==> config.mk <==
export PLATFORM = sky130hd
export DESIGN_NAME = gp_timer
export DESIGN_NICKNAME = d
export VERILOG_FILES = /design/src/rtl/gp_timer_pkg.sv /design/src/rtl/gp_timer.sv
export SDC_FILE = /design/constraint.sdc
export NUM_CORES = 1
export LEC_CHECK = 0
export BUFFER_PORTS_ARGS = -buffer_cell sky130_fd_sc_hd__clkbuf_2
export CAP_MARGIN = 10
export CORE_UTILIZATION = 30
export DETAILED_ROUTE_END_ITERATION = 12
export SLEW_MARGIN = 20
export SYNTH_ARGS = -nofsm -noshare
export SYNTH_HDL_FRONTEND = slang
export SYNTH_SLANG_ARGS = --single-unit
export TNS_END_PERCENT = 5
==> constraint.sdc <==
create_clock -name mclk_i -period 8.6 [get_ports mclk_i]
set_input_delay 0.86 -clock mclk_i [delete_from_list [all_inputs] [get_ports mclk_i]]
set_output_delay 0.86 -clock mclk_i [all_outputs]
set_load 0.05 [all_outputs]
==> src/rtl/gp_timer_pkg.sv <==
// Constants and types shared by the general-purpose timer block
package gp_timer_pkg;

   // ----------------------------------------------------------------
   // Register offsets (byte addresses)
   // ----------------------------------------------------------------
   localparam int          ADDR_W         = 8;
   localparam logic [7:0]  OFF_CFG        = 8'h00;
   localparam logic [7:0]  OFF_LO_MODE    = 8'h04;
   localparam logic [7:0]  OFF_HI_MODE    = 8'h08;
   localparam logic [7:0]  OFF_CTL        = 8'h0C;
   localparam logic [7:0]  OFF_IMR        = 8'h18;
   localparam logic [7:0]  OFF_RIS        = 8'h1C;
   localparam logic [7:0]  OFF_MIS        = 8'h20;
   localparam logic [7:0]  OFF_ICR        = 8'h24;
   localparam logic [7:0]  OFF_LO_ILR     = 8'h28;
   localparam logic [7:0]  OFF_HI_ILR     = 8'h2C;
   localparam logic [7:0]  OFF_LO_PRE     = 8'h38;
   localparam logic [7:0]  OFF_HI_PRE     = 8'h3C;
   localparam logic [7:0]  OFF_LO_CNT     = 8'h48;
   localparam logic [7:0]  OFF_HI_CNT     = 8'h4C;

   // ----------------------------------------------------------------
   // Reset values and encodings
   // ----------------------------------------------------------------
   localparam logic [15:0] CNT_RST        = 16'hFFFF;
   localparam logic [15:0] ILR_RST        = 16'hFFFF;
   localparam logic [7:0]  PRE_RST        = 8'h00;
   localparam logic [2:0]  CFG_32_TIMER   = 3'h0;
   localparam logic [2:0]  CFG_32_RTC     = 3'h1;
   localparam logic [2:0]  CFG_16_SPLIT   = 3'h4;
   localparam logic [2:0]  CFG_RST        = 3'h0;
   localparam logic [1:0]  MODE_ONESHOT   = 2'h1;
   localparam logic [1:0]  MODE_PERIODIC  = 2'h2;
   localparam logic [1:0]  MODE_RST       = 2'h0;
   localparam logic [1:0]  RESP_OKAY      = 2'h0;
   localparam logic [1:0]  RESP_SLVERR    = 2'h2;

   // ----------------------------------------------------------------
   // Field positions
   // ----------------------------------------------------------------
   localparam int          CTL_LO_EN      = 0;
   localparam int          CTL_LO_STALL   = 1;
   localparam int          CTL_HI_EN      = 8;
   localparam int          CTL_HI_STALL   = 9;
   localparam int          IRQ_LO_TO      = 0;
   localparam int          IRQ_HI_TO      = 8;

   // ----------------------------------------------------------------
   // Carriers
   // ----------------------------------------------------------------
   typedef struct packed {
      logic [15:0] hi;
      logic [15:0] lo;
   } half_pair_t;

   typedef struct packed {
      logic stall;
      logic en;
   } half_ctl_t;

endpackage : gp_timer_pkg

==> src/rtl/gp_timer.sv <==
// General-purpose timer: two 16-bit halves or one 32-bit down-counter
// Behaviour
// - Two 16-bit halves run apart or joined as one 32-bit timer.
// - Reset leaves the block idle with all control registers at defaults.
// - Reset sets both half counters and both load registers to 0xFFFF.
// - Reset sets both prescale registers to zero.
// - Configuration 0 selects 32-bit timer; 1 (32-bit clock) joins the halves but never counts.
// - Configuration 4 splits into two 16-bit timers with own modes.
// - Configuration 4 acts as two timers; 16-bit halves run apart.
// - In 32-bit modes a lower load write fills both load halves.
// - In 32-bit modes lower count read returns upper:lower counts.
// - 32-bit timer mode comes from the lower mode field only.
// - Setting lower enable starts 32-bit countdown each clock.
// - At zero the counter reloads the joined load value next cycle.
// - One-shot: at zero counting stops and lower enable is cleared.
// - Periodic: after reload counting continues by itself.
// - Each zero raises the time-out event and a trigger pulse.
// - Raw time-out flag holds until software writes its clear bit.
// - With the mask bit set, time-out also sets the masked flag.
// - A lower load write while running takes effect next cycle.
// - With stall set, counting freezes while the debugger halts.
module gp_timer
   import gp_timer_pkg::*;
(
   // Clock, reset, clock enable
   input  wire logic              mclk_i,
   input  wire logic              rstn_i,
   input  wire logic              ce_i,
   // AXI4-Lite write channels
   input  wire logic [ADDR_W-1:0] s_axi_awaddr_i,
   input  wire logic              s_axi_awvalid_i,
   output logic                   s_axi_awready_o,
   input  wire logic [31:0]       s_axi_wdata_i,
   input  wire logic [3:0]        s_axi_wstrb_i,
   input  wire logic              s_axi_wvalid_i,
   output logic                   s_axi_wready_o,
   output logic [1:0]             s_axi_bresp_o,
   output logic                   s_axi_bvalid_o,
   input  wire logic              s_axi_bready_i,
   // AXI4-Lite read channels
   input  wire logic [ADDR_W-1:0] s_axi_araddr_i,
   input  wire logic              s_axi_arvalid_i,
   output logic                   s_axi_arready_o,
   output logic [31:0]            s_axi_rdata_o,
   output logic [1:0]             s_axi_rresp_o,
   output logic                   s_axi_rvalid_o,
   input  wire logic              s_axi_rready_i,
   // Debug and events
   input  wire logic              debug_halt_i,
   output logic                   irq_o,
   output logic                   trig_lower_o,
   output logic                   trig_upper_o
);

   // ----------------------------------------------------------------
   // State
   // ----------------------------------------------------------------
   logic [2:0]        cfg_reg;
   logic [1:0]        lo_mode_reg, hi_mode_reg;
   half_ctl_t         lo_ctl_reg, hi_ctl_reg;
   half_pair_t        ilr_reg, cnt_reg, cnt_next;
   logic [7:0]        lo_pre_reg, hi_pre_reg;
   logic              lo_raw_reg, hi_raw_reg, lo_raw_next, hi_raw_next;
   logic              lo_mask_reg, hi_mask_reg;
   logic              awready_reg, wready_reg, bvalid_reg;
   logic [1:0]        bresp_reg, rresp_reg;
   logic [ADDR_W-1:0] awaddr_reg;
   logic [31:0]       wdata_reg, rdata_reg;
   logic [3:0]        wstrb_reg;
   logic              arready_reg, rvalid_reg;
   logic              irq_reg, trig_lo_reg, trig_hi_reg;
   logic              is32, is16, run32, run_lo16, run_hi16;
   logic              to_lo, to_hi, wr_go;
   logic [31:0]       wmask, wd;

   // ----------------------------------------------------------------
   // Helpers
   // ----------------------------------------------------------------
   function automatic logic mode_ok(input logic [1:0] m);
      return (m == MODE_ONESHOT) || (m == MODE_PERIODIC);
   endfunction : mode_ok
   function automatic logic is_mapped(input logic [ADDR_W-1:0] a);
      logic [7:0] w;
      w = {a[7:2], 2'b00};
      return (w == OFF_CFG) || (w == OFF_LO_MODE) || (w == OFF_HI_MODE)
          || (w == OFF_CTL) || (w == OFF_IMR) || (w == OFF_RIS)
          || (w == OFF_MIS) || (w == OFF_ICR) || (w == OFF_LO_ILR)
          || (w == OFF_HI_ILR) || (w == OFF_LO_PRE) || (w == OFF_HI_PRE)
          || (w == OFF_LO_CNT) || (w == OFF_HI_CNT);
   endfunction : is_mapped
   function automatic logic hit(input logic [ADDR_W-1:0] a,
                                input logic [7:0]        off);
      return {a[7:2], 2'b00} == off;
   endfunction : hit
   function automatic logic [31:0] read_word(input logic [ADDR_W-1:0] a);
      logic [31:0] r;
      r = 32'h0000_0000;
      if (hit(a, OFF_CFG))     r[2:0] = cfg_reg;
      if (hit(a, OFF_LO_MODE)) r[1:0] = lo_mode_reg;
      if (hit(a, OFF_HI_MODE)) r[1:0] = hi_mode_reg;
      if (hit(a, OFF_CTL))
      begin
         r[CTL_LO_EN]    = lo_ctl_reg.en;
         r[CTL_LO_STALL] = lo_ctl_reg.stall;
         r[CTL_HI_EN]    = hi_ctl_reg.en;
         r[CTL_HI_STALL] = hi_ctl_reg.stall;
      end
      if (hit(a, OFF_IMR))
      begin
         r[IRQ_LO_TO] = lo_mask_reg;
         r[IRQ_HI_TO] = hi_mask_reg;
      end
      if (hit(a, OFF_RIS))
      begin
         r[IRQ_LO_TO] = lo_raw_reg;
         r[IRQ_HI_TO] = hi_raw_reg;
      end
      if (hit(a, OFF_MIS))
      begin
         r[IRQ_LO_TO] = lo_raw_reg & lo_mask_reg;
         r[IRQ_HI_TO] = hi_raw_reg & hi_mask_reg;
      end
      if (hit(a, OFF_LO_ILR))
         r = is16 ? {16'h0000, ilr_reg.lo} : ilr_reg;
      if (hit(a, OFF_HI_ILR))  r[15:0] = ilr_reg.hi;
      if (hit(a, OFF_LO_PRE))  r[7:0]  = lo_pre_reg;
      if (hit(a, OFF_HI_PRE))  r[7:0]  = hi_pre_reg;
      if (hit(a, OFF_LO_CNT))
         r = is16 ? {16'h0000, cnt_reg.lo} : cnt_reg;
      if (hit(a, OFF_HI_CNT))  r[15:0] = cnt_reg.hi;
      return r;
   endfunction : read_word

   // ----------------------------------------------------------------
   // Mode decode and zero detection
   // ----------------------------------------------------------------
   always_comb
   begin
      is32     = (cfg_reg == CFG_32_TIMER);
      is16     = (cfg_reg == CFG_16_SPLIT);
      // Upper mode and enable play no part when joined
      run32    = is32 && lo_ctl_reg.en && mode_ok(lo_mode_reg)
                 && !(lo_ctl_reg.stall && debug_halt_i);
      run_lo16 = is16 && lo_ctl_reg.en && mode_ok(lo_mode_reg)
                 && !(lo_ctl_reg.stall && debug_halt_i);
      run_hi16 = is16 && hi_ctl_reg.en && mode_ok(hi_mode_reg)
                 && !(hi_ctl_reg.stall && debug_halt_i);
      to_lo    = run32 ? (cnt_reg == 32'h0000_0000)
                       : (run_lo16 && (cnt_reg.lo == 16'h0000));
      to_hi    = run_hi16 && (cnt_reg.hi == 16'h0000);
   end

   // ----------------------------------------------------------------
   // Write data merge with byte strobes
   // ----------------------------------------------------------------
   always_comb
   begin
      wr_go = !awready_reg && !wready_reg && !bvalid_reg;
      for (int i = 0; i < 4; i++)
         wmask[i*8 +: 8] = {8{wstrb_reg[i]}};
      wd = (read_word(awaddr_reg) & ~wmask) | (wdata_reg & wmask);
   end

   // ----------------------------------------------------------------
   // Counter next value
   // ----------------------------------------------------------------
   always_comb
   begin
      cnt_next = cnt_reg;
      if (run32)
         cnt_next = to_lo ? ilr_reg
                          : half_pair_t'(cnt_reg - 32'h1);
      if (run_lo16)
         cnt_next.lo = to_lo ? ilr_reg.lo : cnt_reg.lo - 16'h1;
      if (run_hi16)
         cnt_next.hi = to_hi ? ilr_reg.hi : cnt_reg.hi - 16'h1;
      if (wr_go && hit(awaddr_reg, OFF_LO_ILR))
      begin
         cnt_next.lo = wd[15:0];
         if (!is16)
            cnt_next.hi = wd[31:16];
      end
      if (wr_go && is16 && hit(awaddr_reg, OFF_HI_ILR))
         cnt_next.hi = wd[15:0];
   end

   always_ff @(posedge mclk_i or negedge rstn_i)
   begin
      if (!rstn_i)
         cnt_reg <= {CNT_RST, CNT_RST};
      else if (ce_i)
         cnt_reg <= cnt_next;
   end

   // ----------------------------------------------------------------
   // Configuration, mode, load and prescale registers
   // ----------------------------------------------------------------
   always_ff @(posedge mclk_i or negedge rstn_i)
   begin
      if (!rstn_i)
      begin
         cfg_reg     <= CFG_RST;
         lo_mode_reg <= MODE_RST;
         hi_mode_reg <= MODE_RST;
         ilr_reg     <= {ILR_RST, ILR_RST};
         lo_pre_reg  <= PRE_RST;
         hi_pre_reg  <= PRE_RST;
      end
      else if (ce_i && wr_go)
      begin
         if (hit(awaddr_reg, OFF_CFG))     cfg_reg     <= wd[2:0];
         if (hit(awaddr_reg, OFF_LO_MODE)) lo_mode_reg <= wd[1:0];
         if (hit(awaddr_reg, OFF_HI_MODE)) hi_mode_reg <= wd[1:0];
         if (hit(awaddr_reg, OFF_LO_ILR))
         begin
            ilr_reg.lo <= wd[15:0];
            if (!is16)
               ilr_reg.hi <= wd[31:16];
         end
         if (hit(awaddr_reg, OFF_HI_ILR))  ilr_reg.hi  <= wd[15:0];
         if (hit(awaddr_reg, OFF_LO_PRE))  lo_pre_reg  <= wd[7:0];
         if (hit(awaddr_reg, OFF_HI_PRE))  hi_pre_reg  <= wd[7:0];
      end
   end

   // ----------------------------------------------------------------
   // Control register; one-shot expiry clears enable
   // ----------------------------------------------------------------
   always_ff @(posedge mclk_i or negedge rstn_i)
   begin
      if (!rstn_i)
      begin
         lo_ctl_reg <= '0;
         hi_ctl_reg <= '0;
      end
      else if (ce_i)
      begin
         if (wr_go && hit(awaddr_reg, OFF_CTL))
         begin
            lo_ctl_reg.en    <= wd[CTL_LO_EN];
            lo_ctl_reg.stall <= wd[CTL_LO_STALL];
            hi_ctl_reg.en    <= wd[CTL_HI_EN];
            hi_ctl_reg.stall <= wd[CTL_HI_STALL];
         end
         else
         begin
            if (to_lo && lo_mode_reg == MODE_ONESHOT)
               lo_ctl_reg.en <= 1'b0;
            if (to_hi && hi_mode_reg == MODE_ONESHOT)
               hi_ctl_reg.en <= 1'b0;
         end
      end
   end

   // ----------------------------------------------------------------
   // Time-out flags, mask, interrupt and triggers
   // ----------------------------------------------------------------
   always_comb
   begin
      lo_raw_next = lo_raw_reg;
      hi_raw_next = hi_raw_reg;
      if (wr_go && hit(awaddr_reg, OFF_ICR))
      begin
         lo_raw_next = lo_raw_reg & ~wd[IRQ_LO_TO];
         hi_raw_next = hi_raw_reg & ~wd[IRQ_HI_TO];
      end
      // Set wins over a clear in the same cycle
      lo_raw_next = lo_raw_next | to_lo;
      hi_raw_next = hi_raw_next | to_hi;
   end

   always_ff @(posedge mclk_i or negedge rstn_i)
   begin
      if (!rstn_i)
      begin
         lo_raw_reg  <= 1'b0;
         hi_raw_reg  <= 1'b0;
         lo_mask_reg <= 1'b0;
         hi_mask_reg <= 1'b0;
      end
      else if (ce_i)
      begin
         lo_raw_reg <= lo_raw_next;
         hi_raw_reg <= hi_raw_next;
         if (wr_go && hit(awaddr_reg, OFF_IMR))
         begin
            lo_mask_reg <= wd[IRQ_LO_TO];
            hi_mask_reg <= wd[IRQ_HI_TO];
         end
      end
   end

   always_ff @(posedge mclk_i or negedge rstn_i)
   begin
      if (!rstn_i)
      begin
         irq_reg     <= 1'b0;
         trig_lo_reg <= 1'b0;
         trig_hi_reg <= 1'b0;
      end
      else if (ce_i)
      begin
         irq_reg     <= (lo_raw_reg & lo_mask_reg)
                        | (hi_raw_reg & hi_mask_reg);
         trig_lo_reg <= to_lo;
         trig_hi_reg <= to_hi;
      end
   end

   // ----------------------------------------------------------------
   // AXI4-Lite write path
   // ----------------------------------------------------------------
   always_ff @(posedge mclk_i or negedge rstn_i)
   begin
      if (!rstn_i)
      begin
         awready_reg <= 1'b1;
         wready_reg  <= 1'b1;
         bvalid_reg  <= 1'b0;
         bresp_reg   <= RESP_OKAY;
         awaddr_reg  <= '0;
         wdata_reg   <= 32'h0000_0000;
         wstrb_reg   <= 4'h0;
      end
      else if (ce_i)
      begin
         if (awready_reg && s_axi_awvalid_i)
         begin
            awaddr_reg  <= s_axi_awaddr_i;
            awready_reg <= 1'b0;
         end
         if (wready_reg && s_axi_wvalid_i)
         begin
            wdata_reg  <= s_axi_wdata_i;
            wstrb_reg  <= s_axi_wstrb_i;
            wready_reg <= 1'b0;
         end
         if (wr_go)
         begin
            bvalid_reg <= 1'b1;
            bresp_reg  <= is_mapped(awaddr_reg) ? RESP_OKAY : RESP_SLVERR;
         end
         if (bvalid_reg && s_axi_bready_i)
         begin
            bvalid_reg  <= 1'b0;
            awready_reg <= 1'b1;
            wready_reg  <= 1'b1;
         end
      end
   end

   // ----------------------------------------------------------------
   // AXI4-Lite read path
   // ----------------------------------------------------------------
   always_ff @(posedge mclk_i or negedge rstn_i)
   begin
      if (!rstn_i)
      begin
         arready_reg <= 1'b1;
         rvalid_reg  <= 1'b0;
         rresp_reg   <= RESP_OKAY;
         rdata_reg   <= 32'h0000_0000;
      end
      else if (ce_i)
      begin
         if (arready_reg && s_axi_arvalid_i)
         begin
            arready_reg <= 1'b0;
            rvalid_reg  <= 1'b1;
            rdata_reg   <= read_word(s_axi_araddr_i);
            rresp_reg   <= is_mapped(s_axi_araddr_i) ? RESP_OKAY
                                                     : RESP_SLVERR;
         end
         else if (rvalid_reg && s_axi_rready_i)
         begin
            rvalid_reg  <= 1'b0;
            arready_reg <= 1'b1;
         end
      end
   end

   // ----------------------------------------------------------------
   // Outputs
   // ----------------------------------------------------------------
   assign s_axi_awready_o = awready_reg;
   assign s_axi_wready_o  = wready_reg;
   assign s_axi_bvalid_o  = bvalid_reg;
   assign s_axi_bresp_o   = bresp_reg;
   assign s_axi_arready_o = arready_reg;
   assign s_axi_rvalid_o  = rvalid_reg;
   assign s_axi_rresp_o   = rresp_reg;
   assign s_axi_rdata_o   = rdata_reg;
   assign irq_o           = irq_reg;
   assign trig_lower_o    = trig_lo_reg;
   assign trig_upper_o    = trig_hi_reg;

endmodule : gp_timer

# == Yosys cells after proc, flatten, opt, wreduce, memory -nomap -nowiden ==
# Index checks and enable logic that the tools add are counted.
# totals
out_inout_bits,44
reg_bits,183
# classes
eq_ne,32
reduce_logical,96
n_bitwise,13
addsub,3
mux,67
# ops
cell,count
$mux W32,10
$mux W16,12
$eq A6 B4 Y1 const B,12
$and A32 B32 Y32,2
$reduce_and A2 Y1,19
$logic_not A16 Y1,2
$logic_not A32 Y1,1
$mux W8,4
$not A32 Y32,1
$or A32 B32 Y32,1
$sub A16 B1 Y16 const B,2
$sub A32 B1 Y32 const B,1
$logic_and A1 B1 Y1,29
$mux W1,29
$logic_or A1 B1 Y1,28
$eq A6 B2 Y1 const B,4
$eq A6 B3 Y1 const B,4
$eq A6 B5 Y1 const B,4
$mux W2,10
$reduce_bool A2 Y1,7
$eq A6 B1 Y1 const B,2
$logic_not A6 Y1,2
$mux W3,2
$logic_not A1 Y1,5
10 further kinds,18

# == Longest topological paths before layout ==
# Gate-level depths: netlist of run 1.
# logic_depth
ltp_word,20
mapped_depth,12
depth_no_buf,9

# == Worst setup path after synthesis of run 1 ==
# Ideal clock, no wire load.
# synth_timing
path_type,reg2reg
from,register cnt_reg[0] (netlist name)
to,register cnt_reg[22] (netlist name)
path_slack_ps,5799
t_arrival_ps,2712
required_time_ps,8512
stages_incl_launch_ff,10
n_path_buf,0
path_cell_list,dfstp_2 -> inv_1 -> ha_1 -> or3b_2 -> nor4_4 -> nand3_1 -> a211oi_1 -> mux2_2 -> a221oi_2 -> o31ai_1
# synth_via
elab_chain_cells,9
elab_cells_between_ends,11
cone_classes,add/sub (1); mux (7); reduce/logical (3)
# synth_rtl
item,line,rtl
"start, declared",gp_timer.sv:61,"half_pair_t ilr_reg, cnt_reg, cnt_next;"
"start signal, assigned",gp_timer.sv:190,"cnt_reg <= {CNT_RST, CNT_RST};"
"start signal, assigned",gp_timer.sv:192,cnt_reg <= cnt_next;
branches (longest 3 deep; another with $sub A32 B1 Y32),n/a,
$mux W32 (*),gp_timer.sv:171,cnt_next = to_lo ? ilr_reg
$mux W32 (*),gp_timer.sv:170,if (run32)
$mux W16 (*),gp_timer.sv:175,if (run_hi16)
$mux W16,gp_timer.sv:180,if (!is16)
$mux W32 (*),gp_timer.sv:177,"if (wr_go && hit(awaddr_reg, OFF_LO_ILR))"
$mux W16 (*),gp_timer.sv:183,"if (wr_go && is16 && hit(awaddr_reg, OFF_HI_ILR))"
# Mark *: on every way between the ends. The select of a mux whose other input is x is not followed.
# A chain may end at the register's enable or synchronous reset.

# == Worst setup path after layout of run 1 ==
# layout_timing
from,register awaddr_reg[3]
to,register cnt_reg[26] (netlist name)
# layout_via
elab_chain_cells,8
elab_cells_between_ends,15
cone_classes,eq/ne (4); mux (7); bitwise (2); reduce/logical (2)
# layout_rtl
item,line,rtl
"start, declared",gp_timer.sv:67,logic [ADDR_W-1:0] awaddr_reg;
"start signal, assigned",gp_timer.sv:329,awaddr_reg <= s_axi_awaddr_i;
$eq A6 B4 Y1,gp_timer.sv:93,"return {a[7:2], 2'b00} == off;"
$mux W32,gp_timer.sv:123,"if (hit(a, OFF_LO_ILR))"
$mux W32 / $mux W16 (equally long branches),"gp_timer.sv:128, gp_timer.sv:125",
$and A32 B32 Y32 / $mux W32 (equally long branches),"gp_timer.sv:161, gp_timer.sv:128",
$or A32 B32 Y32 / $mux W16 (equally long branches),"gp_timer.sv:161, gp_timer.sv:130",
$mux W16 / $and A32 B32 Y32 (equally long branches),"gp_timer.sv:180, gp_timer.sv:161",
$mux W32 / $or A32 B32 Y32 (equally long branches),"gp_timer.sv:177, gp_timer.sv:161",
$mux W16 (*),gp_timer.sv:183,
# Mark *: on every way between the ends. The rest lies on a longest branch, timed or not.

==> results.cfg, run 1 <==
[clocking]
cts_tree = yes
cts_htree_levels = 4
cts-hold-fix-buffers = 0
cts_setup_buffers = 0
cts_buffers = 17
clock_path_buffers = 2
cts-resized-gates = 0
cts_num_sinks = 179
clock-root-buffer = clkbuf_16
cts.clk_slew.worst_paths_ps = 70
clk_latency_ps = 450

[critical_path]
crit_start = awaddr_reg[3]
crit_fanout = 18
crit_end = cnt_reg[26]
r2r_end = cnt_reg[26]
critPathKind = register to register
max_stage_delay_ps = 740
end_kind = register
cp_cell_sequence = nor2b_1 -> nand3_2 -> nor2_1 -> nor2_1 -> o21ai_0 -> a211oi_1 -> a2111oi_0
cp.arrival_ps = 4050
timing.rr.start = awaddr_reg[3]
slowest_stage = nor2b_1
start_kind = register
reg2reg_slack_ps = 4850
worstPathRequired_ps = 8900
cp_common_cell = nor2_1
r2r_cells = 7

[pwr]
p_seq_share_pct = 46.5
p_clk_share_pct = 23.3
p_sw_share_pct = 42.1
switchingPower_mw = 1.48
ir_drop_v = 0.000140
combPwrFrac_pct = 30.2
leakage_nw = 5.07
pwr_density_cell_nw_per_um2 = 282
internal_power_mw = 2.04

[routing]
drt_first_pass_iters = 6
routed_wl_um = 44000
dr_wl_met3_um = 4310
top_layer = met4
post_drt_wl_per_cell_um = 24.6
vias = 10838
vias_per_cell = 6.07
wl_met1_um = 19500
drt_iter0_markers = 1427
drc = 0
met2_length_um = 18500
ant_nets = 0

[logic_synthesis]
yosys-top-cells-area = dfrtp_1 (25%), dfstp_2 (16%), nand2_1 (6.1%)
synthCells = 1270
yosysSeqAreaShare_pct = 41.2
synth_area_um2 = 11100
yosysTopAreaCellShare_pct = 25.3
synth_top_family_by_area = compound AO/OA/AOI/OAI gates
async_flop_share_pct = 100
synth-seq-cells = 179
ys_warn_count = 0
synth_edf_count = 0
synthFlopType = dfrtp_1
synth_cell_type_count = 87
synth-simple-area-share_pct = 20.5
synthMuxAreaShare_pct = 7.12
synth-compound-area-share_pct = 24.3
synthAdderAreaFrac_pct = 0.452
synth_top_area_cell = dfrtp_1
synth_xor_area_share_pct = 1.66
syn_avg_cell_area_um2 = 8.72

[floorplanning]
die_height_um = 194
core_um2 = 36400
rows = 70
chipWidth_um = 194
boundaryPins = 105
die-area_um2 = 37700
start_util_pct = 30.4

[timing]
rsz0062_at_grt = no
slew_viol_final = 0
maxSlewHeadroom_pct = 33.0
finalSetupViolations = 0
fin_worst_skew_ps = 12.5
finalHoldViolations = 0
worstMarginPinSlew_ps = 1010
tns_ps = 0
finalCritPeriodShare_pct = 43.6
max_freq_ghz = 0.267
fin_ws_ps = 4850
period_minus_slack_ps = 3750

[global_route]
grt_pass1_vias = 10202
track_usage_pct = 23.3
grt_overflow = 0
grt_max_degree = 68
grt_pass1_wl_um = 66300
antenna_found_initial = 0

[cells_and_area]
nFillCells = 3754
final_common_cell = nand2_1
final_util_pct = 34.3
drive_gt1_share_pct = 23.6
final_nets = 1369
area_delta_synth_final_pct = 12.9
mostFrequentLayoutCells = nand2_1 (181), nor2_1 (145), dfrtp_1 (112)
diodes = 0

[placed_design]
gp_congestion = 0.995
hpwl_um = 30700
dp_slack_ps = 4950
port_buffers = 98

[flow_run]
drv_cap = 0

[outcome]
outcome = completed

[min_path]
hold_class = input pin to asynchronous set/reset pin
==> critical path, delay by kind of cell, from the launching register on <==
kind / cells / cell delay [ps]
AOI/OAI and AO/OA: 3 / 640
DFF: 1 / 710
and+or+nand+nor: 4 / 2240
==> power groups by stage <==
stage | Clock, mW | Combinational (mW) | Sequential, mW
floorplan | 0 | 0.842 | 1.35
global placement | 0 | 1.02 | 1.62
detailed placement | 0 | 1.04 | 1.62
CTS | 0.840 | 1.04 | 1.61
global route | 0.867 | 1.15 | 1.66
finish | 0.821 | 1.06 | 1.64
==> through the flow <==
step | power [mW] | cells | hold slack (ps) | instance area (um^2)
2_1_floorplan | 2.19 | 1271 | 450 | 11100
3_3_place_gp | 2.63 | 1753 | 454 | 11900
3_5_place_dp | 2.66 | 1753 | 471 | 11900
4_1_cts | 3.49 | 1785 | 442 | 12500
5_1_grt | 3.68 | 1785 | 460 | 12500
6_report | 3.52 | 1785 | 428 | 12500
==> Yosys cell counts (7+ instances only) <==
cell	n
o221ai_1	7
o21ai_1	8
a221oi_1	38
buf_2	16
o21ai_0	107
o22ai_1	19
and2_1	8
or3_1	10
a221o_1	11
nand3_1	32
nor4_1	7
a21oi_1	50
dfstp_2	67
nor2b_1	13
and3_1	9
a222oi_1	9
a22oi_1	31
o211ai_1	9
dfrtp_1	112
a211oi_1	20
a31oi_1	11
nand2_1	181
mux2_2	60
xnor2_1	16
nor2_1	145
clkbuf_1	75
nor3_1	19
mux2i_1	9
inv_1	25
==> how the worst min path moves through the flow <==
stage,from,to
final,rstn_i,s_axi_rdata_o[28]
after detailed placement,s_axi_rdata_o[4],s_axi_rdata_o[4]
after floorplan,lo_pre_reg[2],lo_pre_reg[2]
after global placement,s_axi_rresp_o[1],s_axi_rresp_o[1]
after CTS,rstn_i,s_axi_rdata_o[28]
after global routing,rstn_i,s_axi_rdata_o[24]
==> logic make-up after synthesis <==
group,Yosys count
XOR/XNOR,21
AND/OR/NAND/NOR,476
AO/OA/AOI/OAI,391
adder cells (fa/ha/maj),4
flip-flops,179
buffers and inverters,128
other,1
multiplexers,70
==> layout make-up <==
| cell class | instances | area, um^2 | share of cell area [%] |
|---|---|---|---|
| clock buffer | 19 | 433 | 3.46 |
| multi-input combinational | 964 | 6030 | 48.2 |
| inverter | 25 | 93.8 | 0.751 |
| clock inverter | 13 | 160 | 1.28 |
| tap | 468 | 586 | 4.68 |
| sequential | 179 | 4560 | 36.5 |
| timing repair buffer | 117 | 639 | 5.11 |
==> metal layers <==
metal	vias to the layer above	GRT usage, %
li1	4767	-
met1	5272	33.3
met2	689	33.6
met3	110	5.29
met4	0	9.61
met5	-	0
(Power assumes the default switching activity.)
==> inputs of run 2 (changes only) <==
==> constraint.sdc (replaced) <==
create_clock -name mclk_i -period 3.6 [get_ports mclk_i]
set_input_delay 0.36 -clock mclk_i [delete_from_list [all_inputs] [get_ports mclk_i]]
set_output_delay 0.36 -clock mclk_i [all_outputs]
set_load 0.05 [all_outputs]
==> run 2 against run 1 <==
Clock power increased by 140%. Worst setup slack got worse by 4400 ps. Hold slack got worse by 420 ps. Cell count increased by 2.7%. Highest routed layer unchanged.
==> results.cfg, run 2 (synthesis results as in run 1) <==
[critical_path]
reg2reg_slack_ps = 440
cp_cell_sequence = inv_1 -> ha_1 -> or3b_2 -> nor4_4 -> nand2_1 -> nor2_1 -> buf_4 -> nor2_1 -> a211o_1 -> o221ai_1
crit_fanout = 6
start_kind = register
worstPathRequired_ps = 3970
max_stage_delay_ps = 530
cp.arrival_ps = 3530
timing.rr.start = cnt_reg[0]
r2r_cells = 10
cp_common_cell = nor2_1
slowest_stage = or3b_2
end_kind = register
critPathKind = register to register
r2r_end = cnt_reg[0]

[global_route]
grt_pass1_vias = 10405
antenna_found_initial = 0
track_usage_pct = 23.9
grt_overflow = 0
grt_pass1_wl_um = 67900
grt_max_degree = 96

[timing]
finalHoldViolations = 0
maxSlewHeadroom_pct = 26.9
finalSetupViolations = 0
rsz0062_at_grt = no
worstMarginPinSlew_ps = 1080
period_minus_slack_ps = 3160
fin_worst_skew_ps = 13.1
slew_viol_final = 0
max_freq_ghz = 0.316
fin_ws_ps = 439
tns_ps = 0
finalCritPeriodShare_pct = 87.8

[placed_design]
port_buffers = 98
gp_congestion = 1.00
dp_slack_ps = 548
hpwl_um = 32900
dp_cells = 1802

[flow_run]
drv_cap = 0

[pwr]
p_seq_share_pct = 43.3
switchingPower_mw = 3.72
combPwrFrac_pct = 34.4
pwr_density_cell_nw_per_um2 = 676
total_power_mw = 8.69
internal_power_mw = 4.97
leakage_nw = 5.30
ir_drop_v = 0.000428
p_sw_share_pct = 42.8
p_clk_share_pct = 22.3

[cells_and_area]
drive_gt1_share_pct = 26.1
area_delta_synth_final_pct = 16.0
diodes = 0
mostFrequentLayoutCells = nand2_1 (181), nor2_1 (145), dfrtp_1 (112)
fin_cells = 1834
final_common_cell = nand2_1
final_nets = 1418

[floorplanning]
die-area_um2 = 37700
core_um2 = 36400
boundaryPins = 105
start_util_pct = 30.4
chipWidth_um = 194
rows = 70
die_height_um = 194

[outcome]
outcome = completed

[clocking]
clock-root-buffer = clkbuf_16
cts_num_sinks = 179
clock_path_buffers = 2
cts_buffers = 17
cts-hold-fix-buffers = 0
cts-resized-gates = 0
cts_htree_levels = 4
clk_latency_ps = 460
cts_setup_buffers = 0
cts_tree = yes
cts.clk_slew.worst_paths_ps = 70

[routing]
drt_first_pass_iters = 8
ant_nets = 0
drt_iter0_markers = 1313
vias_per_cell = 5.97
drc = 0
routed_wl_um = 45100
vias = 10954
post_drt_wl_per_cell_um = 24.6

[min_path]
hold_class = input pin to asynchronous set/reset pin
## run 2: per-layer routing
layer	share of wire [%]	wire (um)	global-route usage, %
met4	4.6	2080	12.0
met5	0	0	0.383
met3	11	5100	5.60
met1	43	19400	34.3
met2	41	18500	33.3
## run 2: stage by stage
step           util (%)  hold slack, ps  area, um^2
6_report           35.3            5.04       12900
5_1_grt            35.3            92.7       12900
4_1_cts            35.3            50.5       12900
3_5_place_dp       33.6             459       12300
3_3_place_gp       33.6             453       12300
2_1_floorplan         -            64.4       11100
## run 2: critical path, delay by kind of cell (launching register included)
family,cells,cell delay [ps]
and+or+nand+nor,5,1700
AOI/OAI and AO/OA,2,430
DFF,1,400
buffers and inverters,2,290
adders and majority gates,1,230
## run 2: layout make-up
cell class | instances | area [um^2]
fillers | 3817 | 23600
multi-input cells | 964 | 5990
flip-flops and latches | 179 | 4560
repair buffers | 166 | 1020
well taps | 468 | 586
clock buffers | 19 | 443
clock inverters | 13 | 151
inverters | 25 | 93.8
## run 2: worst max path at each step
stage,startpoint,to,slack [ps],depth (start not counted)
final,cnt_reg[0],cnt_reg[0],440,10
after CTS,cnt_reg[0],cnt_reg[0],530,10
after detailed placement,cnt_reg[0],cnt_reg[0],550,10
after global routing,lo_mode_reg[0],cnt_reg[31],340,8
after global placement,lo_mode_reg[0],cnt_reg[19],570,8
after floorplan,cnt_reg[0],cnt_reg[22],800,9
## run 2: power by group through the flow
stage / sequential, mW / clock (mW) / combinational, mW
3_3_place_gp: 3.73 / 0 / 2.88
6_report: 3.76 / 1.94 / 2.99
4_1_cts: 3.71 / 1.98 / 2.92
5_1_grt: 3.82 / 2.06 / 3.19
2_1_floorplan: 3.22 / 0 / 2.01
3_5_place_dp: 3.75 / 0 / 2.91
